===== config.mk =====
export PLATFORM = sky130hd
export DESIGN_NAME = bpe_bert_status
export DESIGN_NICKNAME = d
export VERILOG_FILES = /design/src/bpe_pkg.sv /design/src/bpe_bert_status.sv /design/src/bpe_rx_check.sv /design/src/bpe_tx_insert.sv
export VERILOG_INCLUDE_DIRS = /design/src /design/src/src
export SDC_FILE = /design/constraint.sdc
export NUM_CORES = 1
export LEC_CHECK = 0
export BUFFER_PORTS_ARGS = -buffer_cell sky130_fd_sc_hd__buf_2
export CAP_MARGIN = 20
export CORE_MARGIN = 2
export CORE_UTILIZATION = 25
export DETAILED_ROUTE_END_ITERATION = 7
export HOLD_SLACK_MARGIN = 0.1
export PLACE_DENSITY_LB_ADDON = 0.12
export REMOVE_ABC_BUFFERS = 1
export SYNTH_ARGS = -nofsm -noshare
export SYNTH_HDL_FRONTEND = slang
export SYNTH_SLANG_ARGS = --single-unit

===== constraint.sdc =====
create_clock -name pclk -period 5.9 [get_ports pclk]
set_clock_uncertainty 0.2 [all_clocks]
set_input_delay 1.475 -clock pclk [delete_from_list [all_inputs] [get_ports pclk]]
set_output_delay 1.475 -clock pclk [all_outputs]
set_load 0.01 [all_outputs]

===== src/bpe_consts.svh =====
`ifndef BPE_CONSTS_SVH
`define BPE_CONSTS_SVH
// Register indices; byte address is four times the index
`define BPE_IDX_PAT0   8'h84
`define BPE_IDX_PAT1   8'h85
`define BPE_IDX_PAT2   8'h86
`define BPE_IDX_PAT3   8'h87
`define BPE_IDX_EIC    8'h88
`define BPE_IDX_LIVE   8'h8c
`define BPE_IDX_LATCH  8'h8e
`define BPE_IDX_IEN    8'h90
`define BPE_IDX_CNT0   8'h94
`define BPE_IDX_CNT1   8'h95
// Reset values
`define BPE_RST_BYTE   8'h00
`define BPE_RST_FLAGS  4'h0
// Error insertion control fields
`define BPE_EIC_RATE_LO 3
`define BPE_EIC_RATE_HI 5
`define BPE_EIC_SEN     2
`define BPE_EIC_TRIG    1
// Status bit positions, shared by live, latched and enable
`define BPE_ST_DONE    3
`define BPE_ST_BERR    2
`define BPE_ST_NZ      1
`define BPE_ST_UNLK    0
// Checker counts in line bits and errors, and the error counter maximum
`define BPE_LOCK_RUN   6'd32
`define BPE_WIN_LEN    7'd64
`define BPE_WIN_ERRS   3'd6
`define BPE_CNT_MAX    24'hffffff
`endif


===== src/bpe_pkg.sv =====
package bpe_pkg;
	typedef enum logic {BPE_HUNT, BPE_LOCKED} bpe_sync_e;
	typedef logic [7:0] bpe_byte_t;
endpackage


===== src/bpe_bert_status.sv =====
// Our own choice: register access over APB.
`timescale 1ns/1ps
`include "bpe_consts.svh"
module bpe_bert_status import bpe_pkg::*; #(
	parameter int PW = 32,
	parameter int CW = 24
) (
	// Clock and reset
	input  wire logic        pclk,
	input  wire logic        presetn,
	// APB slave
	input  wire logic [11:0] paddr,
	input  wire logic        psel,
	input  wire logic        penable,
	input  wire logic        pwrite,
	input  wire logic [31:0] pwdata,
	output logic [31:0]      prdata,
	output logic             pready,
	output logic             pslverr,
	// Serial line
	input  wire logic        tx_line_clock,
	input  wire logic        rx_line_clock,
	input  wire logic        rx_data_pin,
	output logic             tx_data_pin,
	// Requests from the rest of the tester
	input  wire logic        tx_pattern_load,
	input  wire logic        rx_pattern_load,
	input  wire logic        rx_resync,
	input  wire logic        prbs_mode,
	input  wire logic [4:0]  prbs_tap,
	input  wire logic        counter_update_request,
	// Interrupt and pattern to the tester
	output logic             irq,
	output logic [PW-1:0]    pattern_word
);
	logic [7:0]    eic;
	logic [3:0]    ien;
	logic [3:0]    latched;
	logic [3:0]    live;
	logic [3:0]    live_d;
	logic [3:0]    rd_clr;
	logic [9:0]    idx;
	logic          mapped;
	logic          wr_acc;
	logic          rd_setup;
	logic          rd_latch;
	logic          rate_wr;
	logic          trig_d;
	logic          single_req;
	logic [2:0]    tx_clk_s;
	logic [2:0]    rx_clk_s;
	logic [1:0]    rx_dat_s;
	logic          tx_bit_en;
	logic          rx_bit_en;
	logic          bit_error;
	logic          unlocked;
	logic [CW-1:0] err_count;
	logic [CW-1:0] err_snap;
	logic          count_inc;
	logic          req_d;
	logic          upd_rise;
	logic          upd_busy;
	logic          done_reg;
	logic          counter_update_done;
	logic          error_count_nonzero;
	logic [31:0]   next_prdata;

	// APB decode; zero-wait slave
	assign idx      = paddr[11:2];
	assign wr_acc   = psel & penable & pwrite & mapped;
	assign rd_setup = psel & ~penable & ~pwrite;
	assign rd_latch = psel & penable & ~pwrite & (idx == {2'b0, `BPE_IDX_LATCH});
	assign pready   = 1'b1;
	assign pslverr  = psel & penable & ~mapped;

	// Word-aligned known indices only
	always_comb begin
		mapped = 1'b0;
		if (paddr[1:0] == 2'b00) begin
			case (idx[7:0])
				`BPE_IDX_PAT0, `BPE_IDX_PAT1, `BPE_IDX_PAT2, `BPE_IDX_PAT3,
				`BPE_IDX_EIC, `BPE_IDX_LIVE, `BPE_IDX_LATCH, `BPE_IDX_IEN,
				`BPE_IDX_CNT0, `BPE_IDX_CNT1: mapped = (idx[9:8] == 2'b00);
				default: mapped = 1'b0;
			endcase
		end
	end

	// Pattern word bytes, low byte at lowest index
	always_ff @(posedge pclk or negedge presetn) begin
		if (!presetn) begin
			pattern_word <= {4{`BPE_RST_BYTE}};
		end else if (wr_acc) begin
			case (idx[7:0])
				`BPE_IDX_PAT0: pattern_word[7:0]   <= pwdata[7:0];
				`BPE_IDX_PAT1: pattern_word[15:8]  <= pwdata[7:0];
				`BPE_IDX_PAT2: pattern_word[23:16] <= pwdata[7:0];
				`BPE_IDX_PAT3: pattern_word[31:24] <= pwdata[7:0];
				default: pattern_word <= pattern_word;
			endcase
		end
	end

	// unused bits stored but never acted on
	always_ff @(posedge pclk or negedge presetn) begin
		if (!presetn) begin
			eic <= `BPE_RST_BYTE;
			ien <= `BPE_RST_FLAGS;
		end else if (wr_acc) begin
			if (idx[7:0] == `BPE_IDX_EIC) begin
				eic <= pwdata[7:0];
			end
			if (idx[7:0] == `BPE_IDX_IEN) begin
				ien <= pwdata[3:0];
			end
		end
	end

	// every control write hands the rate to the inserter
	assign rate_wr = wr_acc & (idx[7:0] == `BPE_IDX_EIC);

	// Trigger edge detect on the stored bit
	always_ff @(posedge pclk or negedge presetn) begin
		if (!presetn) begin
			trig_d <= 1'b0;
		end else begin
			trig_d <= eic[`BPE_EIC_TRIG];
		end
	end

	// only a 0 to 1 trigger edge requests
	assign single_req = eic[`BPE_EIC_TRIG] & ~trig_d & eic[`BPE_EIC_SEN];

	// Line clocks and data: two flops before any use
	always_ff @(posedge pclk or negedge presetn) begin
		if (!presetn) begin
			tx_clk_s <= 3'b000;
			rx_clk_s <= 3'b000;
			rx_dat_s <= 2'b00;
		end else begin
			tx_clk_s <= {tx_clk_s[1:0], tx_line_clock};
			rx_clk_s <= {rx_clk_s[1:0], rx_line_clock};
			rx_dat_s <= {rx_dat_s[0], rx_data_pin};
		end
	end

	// Edges seen from the second stage on; line clock must be well below pclk
	assign tx_bit_en = tx_clk_s[1] & ~tx_clk_s[2];
	assign rx_bit_en = rx_clk_s[1] & ~rx_clk_s[2];

	bpe_tx_insert #(
		.PW(PW),
		.CW(CW)
	) u_tx (
		.pclk        (pclk),
		.presetn     (presetn),
		.bit_en      (tx_bit_en),
		.pattern_word(pattern_word),
		.load        (tx_pattern_load),
		.prbs_mode   (prbs_mode),
		.prbs_tap    (prbs_tap),
		.rate_wr     (rate_wr),
		.rate_new    (pwdata[`BPE_EIC_RATE_HI:`BPE_EIC_RATE_LO]),
		.single_req  (single_req),
		.tx_data     (tx_data_pin)
	);

	bpe_rx_check #(
		.PW(PW)
	) u_rx (
		.pclk        (pclk),
		.presetn     (presetn),
		.bit_en      (rx_bit_en),
		.rx_bit      (rx_dat_s[1]),
		.pattern_word(pattern_word),
		.load        (rx_pattern_load),
		.resync      (rx_resync),
		.bit_error   (bit_error),
		.unlocked    (unlocked)
	);

	// Update request edge
	assign upd_rise = counter_update_request & ~req_d;

	assign count_inc = bit_error & ~unlocked;

	// snapshot then restart, keeping a same-cycle error
	always_ff @(posedge pclk or negedge presetn) begin
		if (!presetn) begin
			err_count <= '0;
			err_snap  <= '0;
		end else if (upd_rise) begin
			err_snap  <= err_count;
			err_count <= {{(CW-1){1'b0}}, count_inc};
		end else if (count_inc && err_count != `BPE_CNT_MAX) begin
			err_count <= err_count + CW'(1);
		end
	end

	// Update sequencing
	always_ff @(posedge pclk or negedge presetn) begin
		if (!presetn) begin
			req_d    <= 1'b0;
			upd_busy <= 1'b0;
		end else begin
			req_d    <= counter_update_request;
			upd_busy <= upd_rise;
		end
	end

	// done once the snapshot has settled
	always_ff @(posedge pclk or negedge presetn) begin
		if (!presetn) begin
			done_reg <= 1'b0;
		end else if (!counter_update_request || upd_rise) begin
			done_reg <= 1'b0;
		end else if (upd_busy) begin
			done_reg <= 1'b1;
		end
	end

	// request low forces done low without waiting a clock
	assign counter_update_done = done_reg & counter_update_request;
	// nonzero flag, low one cycle while counter restarts
	assign error_count_nonzero = (err_count != '0) & ~upd_busy;

	always_comb begin
		live                = 4'h0;
		live[`BPE_ST_DONE]  = counter_update_done;
		live[`BPE_ST_NZ]    = error_count_nonzero;
		live[`BPE_ST_UNLK]  = unlocked;
	end

	// Previous live status for edge detection
	always_ff @(posedge pclk or negedge presetn) begin
		if (!presetn) begin
			live_d <= 4'h1; // Checker starts unlocked
		end else begin
			live_d <= live;
		end
	end

	// only bits the reader saw are cleared
	assign rd_clr = rd_latch ? prdata[3:0] : 4'h0;

	// sticky, set wins over read clear
	always_ff @(posedge pclk or negedge presetn) begin
		if (!presetn) begin
			latched <= `BPE_RST_FLAGS;
		end else begin
			latched <= (latched & ~rd_clr)
				| {live[`BPE_ST_DONE] & ~live_d[`BPE_ST_DONE],
				   bit_error,
				   live[`BPE_ST_NZ] & ~live_d[`BPE_ST_NZ],
				   live[`BPE_ST_UNLK] ^ live_d[`BPE_ST_UNLK]};
		end
	end

	assign irq = |(latched & ien);

	always_comb begin
		next_prdata = 32'h0000_0000;
		case (idx[7:0])
			`BPE_IDX_PAT0:  next_prdata[7:0] = pattern_word[7:0];
			`BPE_IDX_PAT1:  next_prdata[7:0] = pattern_word[15:8];
			`BPE_IDX_PAT2:  next_prdata[7:0] = pattern_word[23:16];
			`BPE_IDX_PAT3:  next_prdata[7:0] = pattern_word[31:24];
			`BPE_IDX_EIC:   next_prdata[7:0] = eic;
			`BPE_IDX_LIVE:  next_prdata[3:0] = live;
			`BPE_IDX_LATCH: next_prdata[3:0] = latched;
			`BPE_IDX_IEN:   next_prdata[3:0] = ien;
			`BPE_IDX_CNT0:  next_prdata[7:0] = err_snap[7:0];
			`BPE_IDX_CNT1:  next_prdata[7:0] = err_snap[15:8];
			default:        next_prdata = 32'h0000_0000;
		endcase
		if (!mapped) begin
			next_prdata = 32'h0000_0000;
		end
	end

	// Read data captured in setup, stable through access
	always_ff @(posedge pclk or negedge presetn) begin
		if (!presetn) begin
			prdata <= 32'h0000_0000;
		end else if (rd_setup) begin
			prdata <= next_prdata;
		end
	end
endmodule


===== src/bpe_rx_check.sv =====
`timescale 1ns/1ps
`include "bpe_consts.svh"
module bpe_rx_check import bpe_pkg::*; #(
	parameter int PW = 32
) (
	// Clock and reset
	input  wire logic          pclk,
	input  wire logic          presetn,
	// Received bit and pattern
	input  wire logic          bit_en,
	input  wire logic          rx_bit,
	input  wire logic [PW-1:0] pattern_word,
	input  wire logic          load,
	input  wire logic          resync,
	// Checker results
	output logic               bit_error,
	output logic               unlocked
);
	bpe_sync_e     state;
	logic [PW-1:0] expect_reg;
	logic [5:0]    run;
	logic [6:0]    win;
	logic [2:0]    werr;
	logic          miss;

	// first bit compared to pattern MSB
	assign miss     = rx_bit ^ expect_reg[PW-1];
	assign unlocked = (state == BPE_HUNT);

	// Hunt restarts alignment on every miss; lock drops on error burst
	always_ff @(posedge pclk or negedge presetn) begin
		if (!presetn) begin
			state      <= BPE_HUNT;
			expect_reg <= '0;
			run        <= 6'd0;
			win        <= 7'd0;
			werr       <= 3'd0;
			bit_error  <= 1'b0;
		end else begin
			bit_error <= 1'b0;
			if (load || resync) begin
				state      <= BPE_HUNT;
				expect_reg <= pattern_word;
				run        <= 6'd0;
			end else if (bit_en) begin
				expect_reg <= {expect_reg[PW-2:0], expect_reg[PW-1]};
				case (state)
					BPE_HUNT: begin
						if (miss) begin
							expect_reg <= pattern_word;
							run        <= 6'd0;
						end else if (run == `BPE_LOCK_RUN - 6'd1) begin
							state <= BPE_LOCKED;
							win   <= 7'd0;
							werr  <= 3'd0;
						end else begin
							run <= run + 6'd1;
						end
					end
					BPE_LOCKED: begin
						bit_error <= miss;
						win       <= (win == `BPE_WIN_LEN - 7'd1) ? 7'd0 : win + 7'd1;
						werr      <= (win == `BPE_WIN_LEN - 7'd1) ? 3'd0 : werr + {2'b0, miss};
						if (miss && werr == `BPE_WIN_ERRS - 3'd1) begin
							state      <= BPE_HUNT;
							expect_reg <= pattern_word;
							run        <= 6'd0;
						end
					end
					default: state <= BPE_HUNT;
				endcase
			end
		end
	end
endmodule


===== src/bpe_tx_insert.sv =====
`timescale 1ns/1ps
`include "bpe_consts.svh"
module bpe_tx_insert import bpe_pkg::*; #(
	parameter int PW = 32,
	parameter int CW = 24
) (
	// Clock and reset
	input  wire logic          pclk,
	input  wire logic          presetn,
	// Bit strobe and pattern
	input  wire logic          bit_en,
	input  wire logic [PW-1:0] pattern_word,
	input  wire logic          load,
	input  wire logic          prbs_mode,
	input  wire logic [4:0]    prbs_tap,
	// Error insertion requests
	input  wire logic          rate_wr,
	input  wire logic [2:0]    rate_new,
	input  wire logic          single_req,
	// Line data
	output logic               tx_data
);
	logic [PW-1:0] shreg;
	logic [2:0]    act_rate;
	logic [2:0]    pend_rate;
	logic          pend_valid;
	logic [CW-1:0] rate_cnt;
	logic          single_pend;
	logic          rate_hit;
	logic          gen_bit;

	// One inverted bit in every ten to the power n
	function automatic logic [CW-1:0] period(input logic [2:0] n);
		case (n)
			3'd1: period = CW'(10);
			3'd2: period = CW'(100);
			3'd3: period = CW'(1000);
			3'd4: period = CW'(10000);
			3'd5: period = CW'(100000);
			3'd6: period = CW'(1000000);
			default: period = CW'(10000000);
		endcase
	endfunction

	assign gen_bit = shreg[PW-1];
	// rate hit on last bit of period
	assign rate_hit = (act_rate != 3'd0) && (rate_cnt == period(act_rate) - CW'(1));

	always_ff @(posedge pclk or negedge presetn) begin
		if (!presetn) begin
			shreg <= '0;
		end else if (load) begin
			shreg <= pattern_word;
		end else if (bit_en) begin
			shreg <= {shreg[PW-2:0], prbs_mode ? (shreg[PW-1] ^ shreg[prbs_tap]) : shreg[PW-1]};
		end
	end

	// nonzero write starts an idle inserter
	// busy inserter defers new rate past next error
	always_ff @(posedge pclk or negedge presetn) begin
		if (!presetn) begin
			act_rate   <= 3'd0;
			pend_rate  <= 3'd0;
			pend_valid <= 1'b0;
			rate_cnt   <= '0;
		end else if (rate_wr && act_rate == 3'd0) begin
			act_rate <= rate_new;
			rate_cnt <= '0;
		end else begin
			if (rate_wr) begin
				pend_rate  <= rate_new;
				pend_valid <= 1'b1;
			end
			if (bit_en && act_rate != 3'd0) begin
				rate_cnt <= rate_hit ? '0 : rate_cnt + CW'(1);
				if (rate_hit && pend_valid && !rate_wr) begin
					act_rate   <= pend_rate;
					pend_valid <= 1'b0;
				end
			end
		end
	end

	// many requests before one bit give one error
	always_ff @(posedge pclk or negedge presetn) begin
		if (!presetn) begin
			single_pend <= 1'b0;
		end else if (single_req) begin
			single_pend <= 1'b1; // Set wins over the consuming bit
		end else if (bit_en && !rate_hit) begin
			single_pend <= 1'b0; // A rate error in this bit holds it for the next
		end
	end

	// pending single error flips one bit
	always_ff @(posedge pclk or negedge presetn) begin
		if (!presetn) begin
			tx_data <= 1'b0;
		end else if (bit_en) begin
			tx_data <= gen_bit ^ rate_hit ^ (single_pend & ~rate_hit);
		end
	end
endmodule

==> impl_summary.txt, run 1 <==
----------------------------------------------------
[Job]
  Count of max-cap constraint violations ... 0

[Critical path]
  Critical Path End Type ... output pin
  Worst Path Class, Setup ... primary input to output pin
  Crit path DAT ... 2.70 ns
  Cell Chain, Critical Path ... buf_2, or4_1, nor2_4, a21oi_1, buf_2
  Crit start category ... primary input
  Largest driver fanout on the critical path ... 9
  Required time of the worst setup path ... 4.22 ns
  Worst path slowest cell ... sky130_fd_sc_hd__or4_1
  Delay of the slowest critical-path stage ... 0.57 ns
  Most common cell on crit path ... sky130_fd_sc_hd__buf_2

[GRT]
  Combined global-route utilization of all metal layers ... 14.60%
  Pin count of the biggest net entering global routing ... 108
  Number of antenna violations at the first check in global routing ... 6
  Wire length of the first global-routing pass ... 56410 um
  Via count of the first global-routing pass ... 8962
  Gr ovfl total ... 0

[Floorplanning]
  Row count ... 79
  Die Footprint ... 49240 um2
  Area inside the core boundary ... 46750 um2
  Initial cell density of the core ... 25.39%
  Y dimension of the die ... 221.9 um
  Ports ... 130
  X dimension of the die ... 221.9 um

[CTS]
  CTS tree ... yes
  Total number of H-tree levels ... 1
  Setup Buffers After CTS ... 0
  CTS root buffer ... sky130_fd_sc_hd__clkbuf_16
  Post-cts sizing count ... 0
  Worst skew pair latency ... 0.56 ns
  Maximum buffer depth of the clock tree ... 3
  CTS clk-pin slew, worst paths ... 0.05 ns
  Number of buffers inserted by hold repair at cts ... 0
  Inserted Clock Buffers ... 29
  Clk sink count ... 226

[Synth]
  Portion of the post-synthesis area used by sequential elements ... 47.65%
  Number of register bits inferred by synthesis ... 226
  Share of the synthesized area in the top cell type ... 47.43%
  Cell Area, Synth ... 11870 um2
  Synth cell types ... 83
  Cell type contributing the most total cell area after synthesis ... sky130_fd_sc_hd__dfrtp_1
  Mapped Cells ... 1218
  Number of synthesized flops with an enable pin ... 0
  Warning count from the yosys run ... 0
  Dominant register cell in the synthesized netlist ... sky130_fd_sc_hd__dfrtp_1
  Share of synthesized flip-flops with an asynchronous set or reset ... 100.0%
  Synth area leaders ... sky130_fd_sc_hd__dfrtp_1 47%, sky130_fd_sc_hd__mux2i_1 6.7%, sky130_fd_sc_hd__nand2_1 6.4%
  Syn avg cell area ... 9.746 um2

[Final layout]
  # nets final ... 1341
  Filler cell count in the final layout ... 4956
  Fraction of layout instances using a drive strength above 1 ... 17.72%
  Layout overhead on the synthesized area ... 16.00%

[Pwr]
  Max IR drop VDD ... 199.4 uV
  Leakage component of the power ... 6.177 nW
  Total power density per cell area ... 258.6 nW/um2

[STA]
  Worst Max-Slew Pin Slew ... 0.9813 ns
  Summed negative setup slack over all endpoints ... 0 ns
  Post-layout minimum cycle time ... 4.379 ns
  Unrepaired setup endpoints after global routing ... false
  Final period util ... 74.23%
  Final WS setup ... 1.521 ns
  Pins over their slew limit ... 0
  Final Hold Vio Count ... 0
  Endpoints failing setup ... 0
  Max frequency ... 228.3 MHz
  Max_slew headroom ... 34.58%
  Final hold slack ... 0.1485 ns

[Status]
  Run status ... complete, no violations

[Route]
  Count of routing violations after the opening detailed-route iteration ... 539
  Overall via count from detail_route ... 9215
  DRC ... 0
  Routed WL ... 36390 um
  Router iterations before antenna repair ... 5
  Final ANT Viol Nets ... 0
  Routed length per placed instance ... 19.15 um
  Detailed-route vias per instance ... 4.850

[Place]
  DP Wirelength ... 25560 um
  Buffers added on ports ... 80
  Pre-CTS setup slack ... 1.507 ns
  Final weighted congestion in routability-driven placement ... 0.8071

[Hold path]
  Kind of path behind the tightest hold check ... flip-flop to flip-flop

----------------------------------------------------
worst max-delay path: cells and delay by family:
kind / cells / cell delay, ns
AND/OR/NAND/NOR: 2 / 0.86
buffers and inverters: 2 / 0.25
AO/OA/AOI/OAI: 1 / 0.12
per-stage QoR:
step / cell area [um2] / power, mW / instances / util, %
2_1_floorplan: 11470 / 1.664 / 1146 / -
3_5_place_dp: 12790 / 1.766 / 1847 / 27.36
3_3_place_gp: 12790 / 1.765 / 1847 / 27.36
5_1_grt: 13770 / 3.698 / 1899 / 29.45
4_1_cts: 13770 / 3.630 / 1899 / 29.45
6_report: 13770 / 3.561 / 1900 / 29.45
power by group:
| group | switching (mW) | internal, mW |
|---|---|---|
| sequential | 0.0101 | 1.56 |
| clock | 0.709 | 1.12 |
| combinational | 0.121 | 0.0414 |
| total | 0.840 | 2.72 |
layout make-up:
| cell class | count | area, um2 | area share [%] |
|---|---|---|---|
| diodes | 1 | 2.502 | 0.01817 |
| well taps | 607 | 759.5 | 5.516 |
| flip-flops and latches | 226 | 5657 | 41.08 |
| clock inverters | 15 | 181.4 | 1.318 |
| inverters | 22 | 82.58 | 0.5997 |
| clock buffers | 37 | 795.8 | 5.779 |
| multi-input cells | 898 | 5763 | 41.85 |
| repair buffers | 94 | 528.0 | 3.835 |
cell usage after synthesis (all sizes together), types with 3 or more instances:
| master | number |
|---|---|
| dfrtp | 225 |
| nand2 | 202 |
| o21ai | 117 |
| mux2i | 79 |
| nor2 | 65 |
| mux2 | 52 |
| nand3 | 52 |
| buf | 50 |
| clkbuf | 45 |
| a21oi | 35 |
| xor2 | 27 |
| nor3 | 25 |
| inv | 22 |
| nand4 | 22 |
| and3 | 16 |
| a22oi | 13 |
| nand2b | 12 |
| nor4 | 12 |
| o22ai | 11 |
| nor2b | 10 |
| a31oi | 9 |
| ha | 8 |
| mux4 | 8 |
| a21boi | 5 |
| a221o | 5 |
| a221oi | 5 |
| o31ai | 5 |
| or3 | 5 |
| a211oi | 4 |
| a21o | 4 |
| a311oi | 4 |
| a41oi | 4 |
| and2 | 4 |
| nor4b | 4 |
| xnor2 | 4 |
| a22o | 3 |
| and4 | 3 |
| nand3b | 3 |
| nand4b | 3 |
| nor3b | 3 |
| o31a | 3 |
placed cells by master (no fill, tap or decap), drive strengths merged, types with 5 or more instances in the layout:
master and n:
nor2b 10, nor3 25, mux4 8, nand4 22
nand2b 12, nor2 65, nor4 12, dfrtp 225
o21ai 117, a221oi 5, or3 5, o31ai 5
clkbuf 37, mux2i 79, ha 8, a31oi 9
nand3 52, nand2 202, mux2 52, o22ai 11
clkinv 9, a22oi 13, a221o 5, and3 16
buf 94, a21oi 35, conb 25, xor2 27
a21boi 5, inv 23
per-layer routing:
layer	global-route usage, %	up-vias	routed length (um)
li1	-	4442	-
met1	20.62	4572	17550
met2	22.88	142	16420
met3	2.902	51	1527
met4	3.553	8	821
met5	0	-	57
path summary, 6_finish.rpt:
path                       cells past startpoint  slack (ns)                              end                    startpoint
setup / recovery                               5        1.52                          pslverr                      paddr[1]
hold / removal                                 0        0.15            tx_clk_s[1]$_DFF_PN0_         tx_clk_s[0]$_DFF_PN0_
setup reg to reg                              11        2.37    u_tx.rate_cnt[22]$_DFFE_PN0P_  u_tx.act_rate[2]$_DFFE_PN0P_
hold reg to reg                                0        0.15            tx_clk_s[1]$_DFF_PN0_         tx_clk_s[0]$_DFF_PN0_
max in group asynchronous                      2        3.64  u_rx.expect_reg[29]$_DFFE_PN0P_                       presetn
min in group asynchronous                      1        0.76          u_rx.run[0]$_DFFE_PN0P_                       presetn
logic make-up (layout without fill, tap and decap cells):
group                      after synthesis  in the layout  share of synthesized area, %
muxes                                  139            139                         13.11
AOI/OAI and AO/OA                      245            245                         12.79
xor gates and xnor gates                31             31                         2.287
and+or+nand+nor                        450            450                         18.49
adders and majority gates                8              8                        0.8433
buffers and inverters                  117            168                         4.764
DFF                                    226            226                         47.65
other                                    2             26                       0.06327
Power figures use the tool's default switching activity.
==> inputs of run 2 (changes only) <==
--- a/config.mk
+++ b/config.mk
@@ -6,6 +6,7 @@
 export SDC_FILE = /design/constraint.sdc
 export NUM_CORES = 1
 export LEC_CHECK = 0
+export ABC_AREA = 1
 export BUFFER_PORTS_ARGS = -buffer_cell sky130_fd_sc_hd__buf_2
 export CAP_MARGIN = 20
 export CORE_MARGIN = 2
==> constraint.sdc (replaced) <==
create_clock -name pclk -period 3.9 [get_ports pclk]
set_clock_uncertainty 0.2 [all_clocks]
set_input_delay 0.975 -clock pclk [delete_from_list [all_inputs] [get_ports pclk]]
set_output_delay 0.975 -clock pclk [all_outputs]
set_load 0.01 [all_outputs]
==> impl_summary.txt, run 2 <==
----------------------------------------------------
[Synth]
  Cell type contributing the most total cell area after synthesis ... sky130_fd_sc_hd__dfrtp_1
  Warning count from the yosys run ... 0 (unchanged)
  Share of synthesized cell area in full adder, half adder and majority cells ... 0.8392% (-0.0041 points)
  Mux contribution to synthesized area ... 0% (-13 points)
  Fraction of the mapped netlist area in compound gates ... 17.37% (+4.6 points)
  List of most frequent post-synthesis cells ... 315 x sky130_fd_sc_hd__nand2_1, 225 x sky130_fd_sc_hd__dfrtp_1, 208 x sky130_fd_sc_hd__inv_1, 176 x sky130_fd_sc_hd__o21ai_0
  Dominant register cell in the synthesized netlist ... sky130_fd_sc_hd__dfrtp_1
  Main combinational cell family by area after synthesis ... simple AND/OR/NAND/NOR gates
  Share of the synthesized area in the top cell type ... 47.20% (-0.23 points)
  Synth area leaders ... sky130_fd_sc_hd__dfrtp_1 47%, sky130_fd_sc_hd__nand2_1 9.9%, sky130_fd_sc_hd__o21ai_0 7.4%
  Syn avg cell area ... 7.978 um2 (-18%)
  Number of synthesized flops with an enable pin ... 0 (unchanged)
  Most frequent cell after synthesis ... sky130_fd_sc_hd__nand2_1
  Cell Area, Synth ... 11930 um2 (+0.48%)
  Share of synthesized flip-flops with an asynchronous set or reset ... 100.0% (unchanged)
  Synth cell types ... 55 (-34%)
  Portion of the post-synthesis area used by sequential elements ... 47.42% (-0.23 points)
  Mapped Cells ... 1495 (+23%)
  Xor-xnor portion of the synthesized cell area ... 1.469% (-0.82 points)
  Basic-gate share of the synthesized area counting and, or, nand and nor cells ... 22.53% (+4.0 points)
  Number of register bits inferred by synthesis ... 226 (unchanged)

[Floorplanning]
  Die Footprint ... 49470 um2 (+0.47%)
  Initial cell density of the core ... 25.14% (-0.25 points)
  Row count ... 80 (+1.3%)
  Ports ... 130 (unchanged)
  X dimension of the die ... 222.4 um (+0.24%)
  Area inside the core boundary ... 47450 um2 (+1.5%)
  Y dimension of the die ... 222.4 um (+0.24%)

[Critical path]
  Number of buffer and inverter instances along the worst setup path ... 3 (+1)
  Most common cell on crit path ... sky130_fd_sc_hd__nor2_1
  Worst setup path endpoint ... pslverr
  Critical Path End Type ... output pin
  Worst reg2reg path startpoint ... u_tx.act_rate[2]$_DFFE_PN0P_
  Delay of the slowest critical-path stage ... 0.28 ns (-0.29 ns)
  Worst Path Class, Setup ... primary input to output pin
  Largest driver fanout on the critical path ... 4 (-5)
  Origin of the worst setup path ... paddr[8]
  Crit path depth ... 10 (+5)
  Register-to-Register Path Depth ... 18 (+7)
  Crit start category ... primary input
  Cell Chain, Critical Path ... buf_2, nor2_1, nand3_1, nor2_1, nor2_1, nand3_2, nand2_2, inv_4, nor2_1, buf_2
  Cell class contributing the biggest share of worst-path delay ... simple AND/OR/NAND/NOR gates
  Required time of the worst setup path ... 2.72 ns (-1.50 ns)
  Crit path DAT ... 2.30 ns (-0.40 ns)
  R2R setup slack ... 0.73 ns (-1.64 ns)
  End of the worst register-to-register path ... u_tx.rate_cnt[8]$_DFFE_PN0P_
  Worst path slowest cell ... sky130_fd_sc_hd__nor2_1

[Route]
  Count of routing violations after the opening detailed-route iteration ... 792 (+47%)
  Detailed-route vias per instance ... 4.678 (-3.6%)
  Router iterations before antenna repair ... 5 (unchanged)
  Routed WL ... 39770 um (+9.3%)
  DRC ... 0 (unchanged)
  Overall via count from detail_route ... 10370 (+12%)
  Final ANT Viol Nets ... 0 (unchanged)
  Routed length per placed instance ... 17.95 um (-6.3%)

[Pwr]
  Max IR drop VDD ... 276.3 uV (+39%)
  Total power density per cell area ... 415.2 nW/um2 (+61%)
  Internal power contribution ... 4.211 mW (+55%)
  Leakage component of the power ... 6.531 nW (+5.7%)
  Combinational fraction of design power ... 9.7% (+5.1 points)
  Sequential group share of total power ... 44.4% (+0.3 points)
  Switching power as a share of total power ... 27.05% (+3.5 points)
  Switching component of the power ... 1.561 mW (+86%)
  Part of the power in the clock network ... 45.8% (-5.5 points)

[Hold path]
  Depth of the worst hold-timing path ... 0 (unchanged)
  Kind of path behind the tightest hold check ... flip-flop to flip-flop

[Final layout]
  # nets final ... 1650 (+23%)
  Most frequent standard cell in the layout excluding fill and tap cells ... sky130_fd_sc_hd__nand2_1
  Highest-count cells in the layout ignoring fill and taps ... 315 x sky130_fd_sc_hd__nand2_1, 225 x sky130_fd_sc_hd__dfrtp_1, 208 x sky130_fd_sc_hd__inv_1, 176 x sky130_fd_sc_hd__o21ai_0, 90 x sky130_fd_sc_hd__nand3_1
  Post-route core utilization ... 29.30% (-0.15 points)
  Fraction of layout instances using a drive strength above 1 ... 11.99% (-5.7 points)
  Layout overhead on the synthesized area ... 16.55%
  Ant diodes ... 0 (-1)

[CTS]
  CTS clk-pin slew, worst paths ... 0.06 ns (about the same)
  CTS root buffer ... sky130_fd_sc_hd__clkbuf_16
  Clk sink count ... 226 (unchanged)
  Number of buffers inserted by hold repair at cts ... 0 (unchanged)
  Inserted Clock Buffers ... 28 (-3.4%)
  Maximum buffer depth of the clock tree ... 3 (unchanged)
  CTS tree ... yes
  Worst skew pair latency ... 0.58 ns (+0.02 ns)
  Post-cts sizing count ... 0 (unchanged)
  Setup Buffers After CTS ... 0 (unchanged)
  Total number of H-tree levels ... 1 (unchanged)

[Place]
  Buffers added on ports ... 80 (unchanged)
  Final weighted congestion in routability-driven placement ... 0.8383 (+3.9%)
  DP Wirelength ... 29100 um (+14%)

[Status]
  Run status ... complete, no violations

[STA]
  Endpoints failing setup ... 0 (unchanged)
  Worst Max-Slew Pin Slew ... 0.7519 ns (-0.2293 ns)
  Unrepaired setup endpoints after global routing ... false
  Post-layout minimum cycle time ... 3.472 ns
  Pins over their slew limit ... 0 (unchanged)
  Max frequency ... 288.0 MHz
  Final Hold Vio Count ... 0 (unchanged)
  Final hold slack ... 0.1501 ns (+0.001613 ns)
  Max_slew headroom ... 49.69% (+15 points)
  Final period util ... 89.04%

[Job]
  Count of max-cap constraint violations ... 0 (unchanged)

[GRT]
  Pin count of the biggest net entering global routing ... 79 (-27%)
  Gr ovfl total ... 0 (unchanged)
  Number of antenna violations at the first check in global routing ... 0 (-6)
  Via count of the first global-routing pass ... 10050 (+12%)
  Wire length of the first global-routing pass ... 62080 um (+10%)
  Combined global-route utilization of all metal layers ... 16.05% (+1.4 points)

----------------------------------------------------
run 2: per-layer routing:
layer  up-vias  wire [um]  global-route usage (%)
li1       5114          -                       -
met3        49       1548                   2.261
met5         -          0                       0
met1      5001      19430                   23.42
met4         0        867                   3.637
met2       202      17920                   25.11
run 2: worst register-to-register path, cell delays in order (launching register included):
cell	delay, ns
sky130_fd_sc_hd__dfrtp_1	0.51
sky130_fd_sc_hd__inv_2	0.19
sky130_fd_sc_hd__nand2_1	0.18
sky130_fd_sc_hd__inv_1	0.11
sky130_fd_sc_hd__nand2_1	0.07
sky130_fd_sc_hd__ha_1	0.31
sky130_fd_sc_hd__inv_1	0.06
sky130_fd_sc_hd__nand2_1	0.04
sky130_fd_sc_hd__nand2_1	0.09
sky130_fd_sc_hd__nand3_1	0.08
sky130_fd_sc_hd__nor2_1	0.10
sky130_fd_sc_hd__nand2_1	0.05
sky130_fd_sc_hd__nor2_1	0.10
sky130_fd_sc_hd__nand2_1	0.07
sky130_fd_sc_hd__nor2_2	0.21
sky130_fd_sc_hd__nand2_1	0.13
sky130_fd_sc_hd__nand2_1	0.21
sky130_fd_sc_hd__buf_4	0.23
sky130_fd_sc_hd__o22ai_1	0.10
run 2: worst min path at each step:
stage / slack, ns / start / end
after floorplan: 0.13 / rx_clk_s[0]$_DFF_PN0_ / rx_clk_s[1]$_DFF_PN0_
after global placement: 0.13 / rx_dat_s[0]$_DFF_PN0_ / rx_dat_s[1]$_DFF_PN0_
after detailed placement: 0.14 / rx_dat_s[0]$_DFF_PN0_ / rx_dat_s[1]$_DFF_PN0_
after CTS: 0.15 / rx_dat_s[0]$_DFF_PN0_ / rx_dat_s[1]$_DFF_PN0_
after global routing: 0.16 / tx_clk_s[0]$_DFF_PN0_ / tx_clk_s[1]$_DFF_PN0_
final: 0.15 / tx_clk_s[0]$_DFF_PN0_ / tx_clk_s[1]$_DFF_PN0_
run 2: power groups by stage:
stage	combinational [mW]	clock (mW)	sequential [mW]
after floorplan	0.346	0	2.58
after detailed placement	0.571	0	2.60
after CTS	0.574	2.72	2.56
final	0.563	2.65	2.56
after global placement	0.567	0	2.61
after global routing	0.648	2.82	2.58
run 2: kinds of logic after synthesis:
group           after synthesis
compound gates              355
other cells                   2
simple gates                594
xor+xnor                     20
buf+inv                     290
flops                       226
fa+ha+maj                     8
run 2: stage by stage:
step,TNS (ns),power (mW),instances,instance area (um2),setup slack (ns)
6_report,0,5.772,2216,13900,0.4276
5_1_grt,0,6.052,2216,13900,0.2932
4_1_cts,0,5.862,2216,13900,0.3549
3_5_place_dp,0,3.175,2165,12980,0.3523
3_3_place_gp,0,3.173,2165,12980,0.3550
2_1_floorplan,-27.17,2.922,1448,11610,-1.086
run 2: final cells by class:
cell class,instances,area (um2)
repair buffers,102,588.1
clock buffers,43,858.3
flip-flops and latches,226,5657
clock inverters,8,67.56
well taps,615,769.5
fillers,5195,33540
multi-input cells,1002,5134
inverters,220,828.3
==> inputs of run 3 (changes only) <==
==> constraint.sdc (replaced) <==
create_clock -name pclk -period 3.9 [get_ports pclk]
set_clock_uncertainty 0.2 [all_clocks]
set_input_delay 0.39 -clock pclk [delete_from_list [all_inputs] [get_ports pclk]]
set_output_delay 0.39 -clock pclk [all_outputs]
set_load 0.01 [all_outputs]
==> impl_summary.txt, run 3 (synthesis gave the netlist of run 2 again) <==
----------------------------------------------------
[Place]
  Number of placed instances, taps included ... 2156 (-0.42%)
  Final weighted congestion in routability-driven placement ... 0.8280 (-1.2%)
  DP Wirelength ... 28730 um (-1.3%)
  Pre-CTS setup slack ... 0.6954 ns (+0.3431 ns)
  Post-DP Area ... 12920 um2 (-0.42%)
  Buffers added on ports ... 80 (unchanged)

[Hold path]
  Kind of path behind the tightest hold check ... flip-flop to flip-flop
  Worst hold path endpoint ... tx_clk_s[2]$_DFF_PN0_
  Hold Crit Start ... tx_clk_s[1]$_DFF_PN0_
  Depth of the worst hold-timing path ... 0 (unchanged)

[Floorplanning]
  X dimension of the die ... 222.4 um (unchanged)
  Area inside the core boundary ... 47450 um2 (unchanged)
  Ports ... 130 (unchanged)
  Die Footprint ... 49470 um2 (unchanged)
  Initial cell density of the core ... 25.14% (unchanged)
  Y dimension of the die ... 222.4 um (unchanged)
  Row count ... 80 (unchanged)

[Critical path]
  End of the worst register-to-register path ... u_tx.shreg[0]$_DFFE_PN0P_
  Worst Path Class, Setup ... primary input to flip-flop
  Register-to-Register Path Depth ... 12 (-6)
  Crit start category ... primary input
  Required time of the worst setup path ... 4.17 ns (+1.45 ns)
  Crit path DAT ... 3.55 ns (+1.25 ns)
  Worst reg2reg path startpoint ... u_tx.shreg[31]$_DFFE_PN0P_
  Largest driver fanout on the critical path ... 22 (+18)
  Origin of the worst setup path ... prbs_tap[0]
  Critical Path End Type ... flip-flop
  R2R setup slack ... 0.62 ns (-0.11 ns)

[STA]
  Endpoints failing setup ... 0 (unchanged)
  Final period util ... 84.26% (-4.8 points)
  Summed negative setup slack over all endpoints ... 0 ns (unchanged)
  Pins over their slew limit ... 0 (unchanged)
  Max frequency ... 304.3 MHz (+5.7%)
  Post-layout minimum cycle time ... 3.286 ns (-0.1861 ns)
  Max_slew headroom ... 32.29% (-17 points)
  Worst Max-Slew Pin Slew ... 1.015 ns (+0.2626 ns)
  Final WS setup ... 0.6137 ns (+0.1861 ns)
  Final Hold Vio Count ... 0 (unchanged)
  Unrepaired setup endpoints after global routing ... false
  Final hold slack ... 0.1430 ns (-0.007177 ns)

[Route]
  Count of routing violations after the opening detailed-route iteration ... 730 (-7.8%)
  Detailed-route vias per instance ... 4.679 (about the same)
  Overall via count from detail_route ... 10480 (+1.1%)
  Final ANT Viol Nets ... 0 (unchanged)
  DRC ... 0 (unchanged)
  Routed length per placed instance ... 17.67 um (-1.5%)
  Router iterations before antenna repair ... 5 (unchanged)
  Routed WL ... 39570 um (-0.51%)

[CTS]
  Setup Buffers After CTS ... 0 (unchanged)
  CTS tree ... yes
  CTS root buffer ... sky130_fd_sc_hd__clkbuf_16
  Inserted Clock Buffers ... 30 (+7.1%)
  CTS clk-pin slew, worst paths ... 0.06 ns (about the same)
  Worst skew pair latency ... 0.59 ns (about the same)
  Maximum buffer depth of the clock tree ... 3 (unchanged)
  Total number of H-tree levels ... 1 (unchanged)
  Clk sink count ... 226 (unchanged)

[GRT]
  Wire length of the first global-routing pass ... 62190 um (+0.18%)
  Gr ovfl total ... 0 (unchanged)
  Routing layer with the top usage in global route ... met2
  Met3 usage ... 2.129% (-0.13 points)
  Pin count of the biggest net entering global routing ... 96 (+22%)
  Combined global-route utilization of all metal layers ... 15.98% (-0.075 points)
  Number of antenna violations at the first check in global routing ... 1 (+1)
  GR met1 Demand/Resource ... 23.97% (+0.54 points)
  Via count of the first global-routing pass ... 10140 (+0.88%)
  Global-route met2 utilization ... 24.63% (-0.48 points)

[Final layout]
  # nets final ... 1669 (+1.2%)
  Layout overhead on the synthesized area ... 19.39%
  Fraction of layout instances using a drive strength above 1 ... 11.77% (-0.22 points)
  Post-route core utilization ... 30.01% (+0.71 points)
  Filler cell count in the final layout ... 5240 (+0.87%)
  Highest-count cells in the layout ignoring fill and taps ... 315 x sky130_fd_sc_hd__nand2_1, 225 x sky130_fd_sc_hd__dfrtp_1, 208 x sky130_fd_sc_hd__inv_1, 176 x sky130_fd_sc_hd__o21ai_0, 90 x sky130_fd_sc_hd__nand3_1
  Non-Filler Cell Area, Final ... 14240 um2 (+2.4%)
  Number of standard cells in the layout, taps in and fillers out ... 2239 (+1.0%)
  Most frequent standard cell in the layout excluding fill and tap cells ... sky130_fd_sc_hd__nand2_1

[Pwr]
  Total power density per cell area ... 424.4 nW/um2 (+2.2%)
  Power Total ... 6.044 mW (+4.7%)
  Max IR drop VDD ... 370.4 uV (+34%)
  Leakage component of the power ... 6.666 nW (+2.1%)

[Status]
  Run status ... complete, no violations

[Job]
  Count of max-cap constraint violations ... 0 (unchanged)

----------------------------------------------------
==> run 3: changes by cell type in the layout (fill, tap and decap cells not counted), sizes merged <==
| cell | change |
|---|---|
| dlygate4sd3 | +26 |
| buf | -9 |
| clkbuf | +3 |
| clkinv | +2 |
| bufinv | +1 |
| clkinvlp | -1 |
| diode | +1 |
==> run 3: area by class of cell <==
class | count | area, um2 | share of cell area (%)
tap | 615 | 769.5 | 5.404
sequential | 226 | 5657 | 39.72
antenna | 1 | 2.502 | 0.01757
timing repair buffer | 119 | 793.3 | 5.571
clock buffer | 46 | 940.9 | 6.608
clock inverter | 10 | 115.1 | 0.8084
multi-input combinational | 1002 | 5134 | 36.05
inverter | 220 | 828.3 | 5.817
==> run 3: critical path: stages <==
cell,delay (ns)
sky130_fd_sc_hd__buf_2,0.33
sky130_fd_sc_hd__inv_1,0.30
sky130_fd_sc_hd__o21ai_0,0.22
sky130_fd_sc_hd__a21oi_1,0.05
sky130_fd_sc_hd__o21ai_0,0.16
sky130_fd_sc_hd__nand3_1,0.08
sky130_fd_sc_hd__nand3_1,0.11
sky130_fd_sc_hd__nand4_1,0.09
sky130_fd_sc_hd__dlygate4sd3_1,0.57
sky130_fd_sc_hd__nand3_1,0.09
sky130_fd_sc_hd__dlygate4sd3_1,0.56
sky130_fd_sc_hd__nand2_1,0.04
sky130_fd_sc_hd__dlygate4sd3_1,0.55
==> run 3: how the worst max path moves through the flow <==
stage	end	slack (ns)	cells past startpoint
2_1_floorplan	u_rx.run[4]$_DFFE_PN0P_	-0.50	7
3_3_place_gp	u_tx.rate_cnt[16]$_DFFE_PN0P_	0.72	19
3_5_place_dp	u_tx.rate_cnt[16]$_DFFE_PN0P_	0.70	19
4_1_cts	u_tx.shreg[0]$_DFFE_PN0P_	0.64	12
5_1_grt	u_tx.rate_cnt[16]$_DFFE_PN0P_	0.24	19
6_report	u_tx.shreg[0]$_DFFE_PN0P_	0.61	13
==> run 3: power by group <==
group	internal, mW	total (mW)	switching [mW]
Clock	1.78	2.89	1.11
Combinational	0.192	0.579	0.387
Sequential	2.47	2.57	0.105
Total	4.44	6.04	1.60
==> run 3: what timing repair did <==
action                    CTS  global route
resized for setup           0             0
hold buffers               26             0
hold endpoints to repair  154             0
==> run 3: metal layers <==
metal | routed length (um) | share of wire (%) | up-vias
met3 | 1451 | 3.7 | 37
met4 | 539 | 1.4 | 0
li1 | - | - | 5160
met2 | 17650 | 45 | 166
met1 | 19920 | 50 | 5114
met5 | 0 | 0 | -
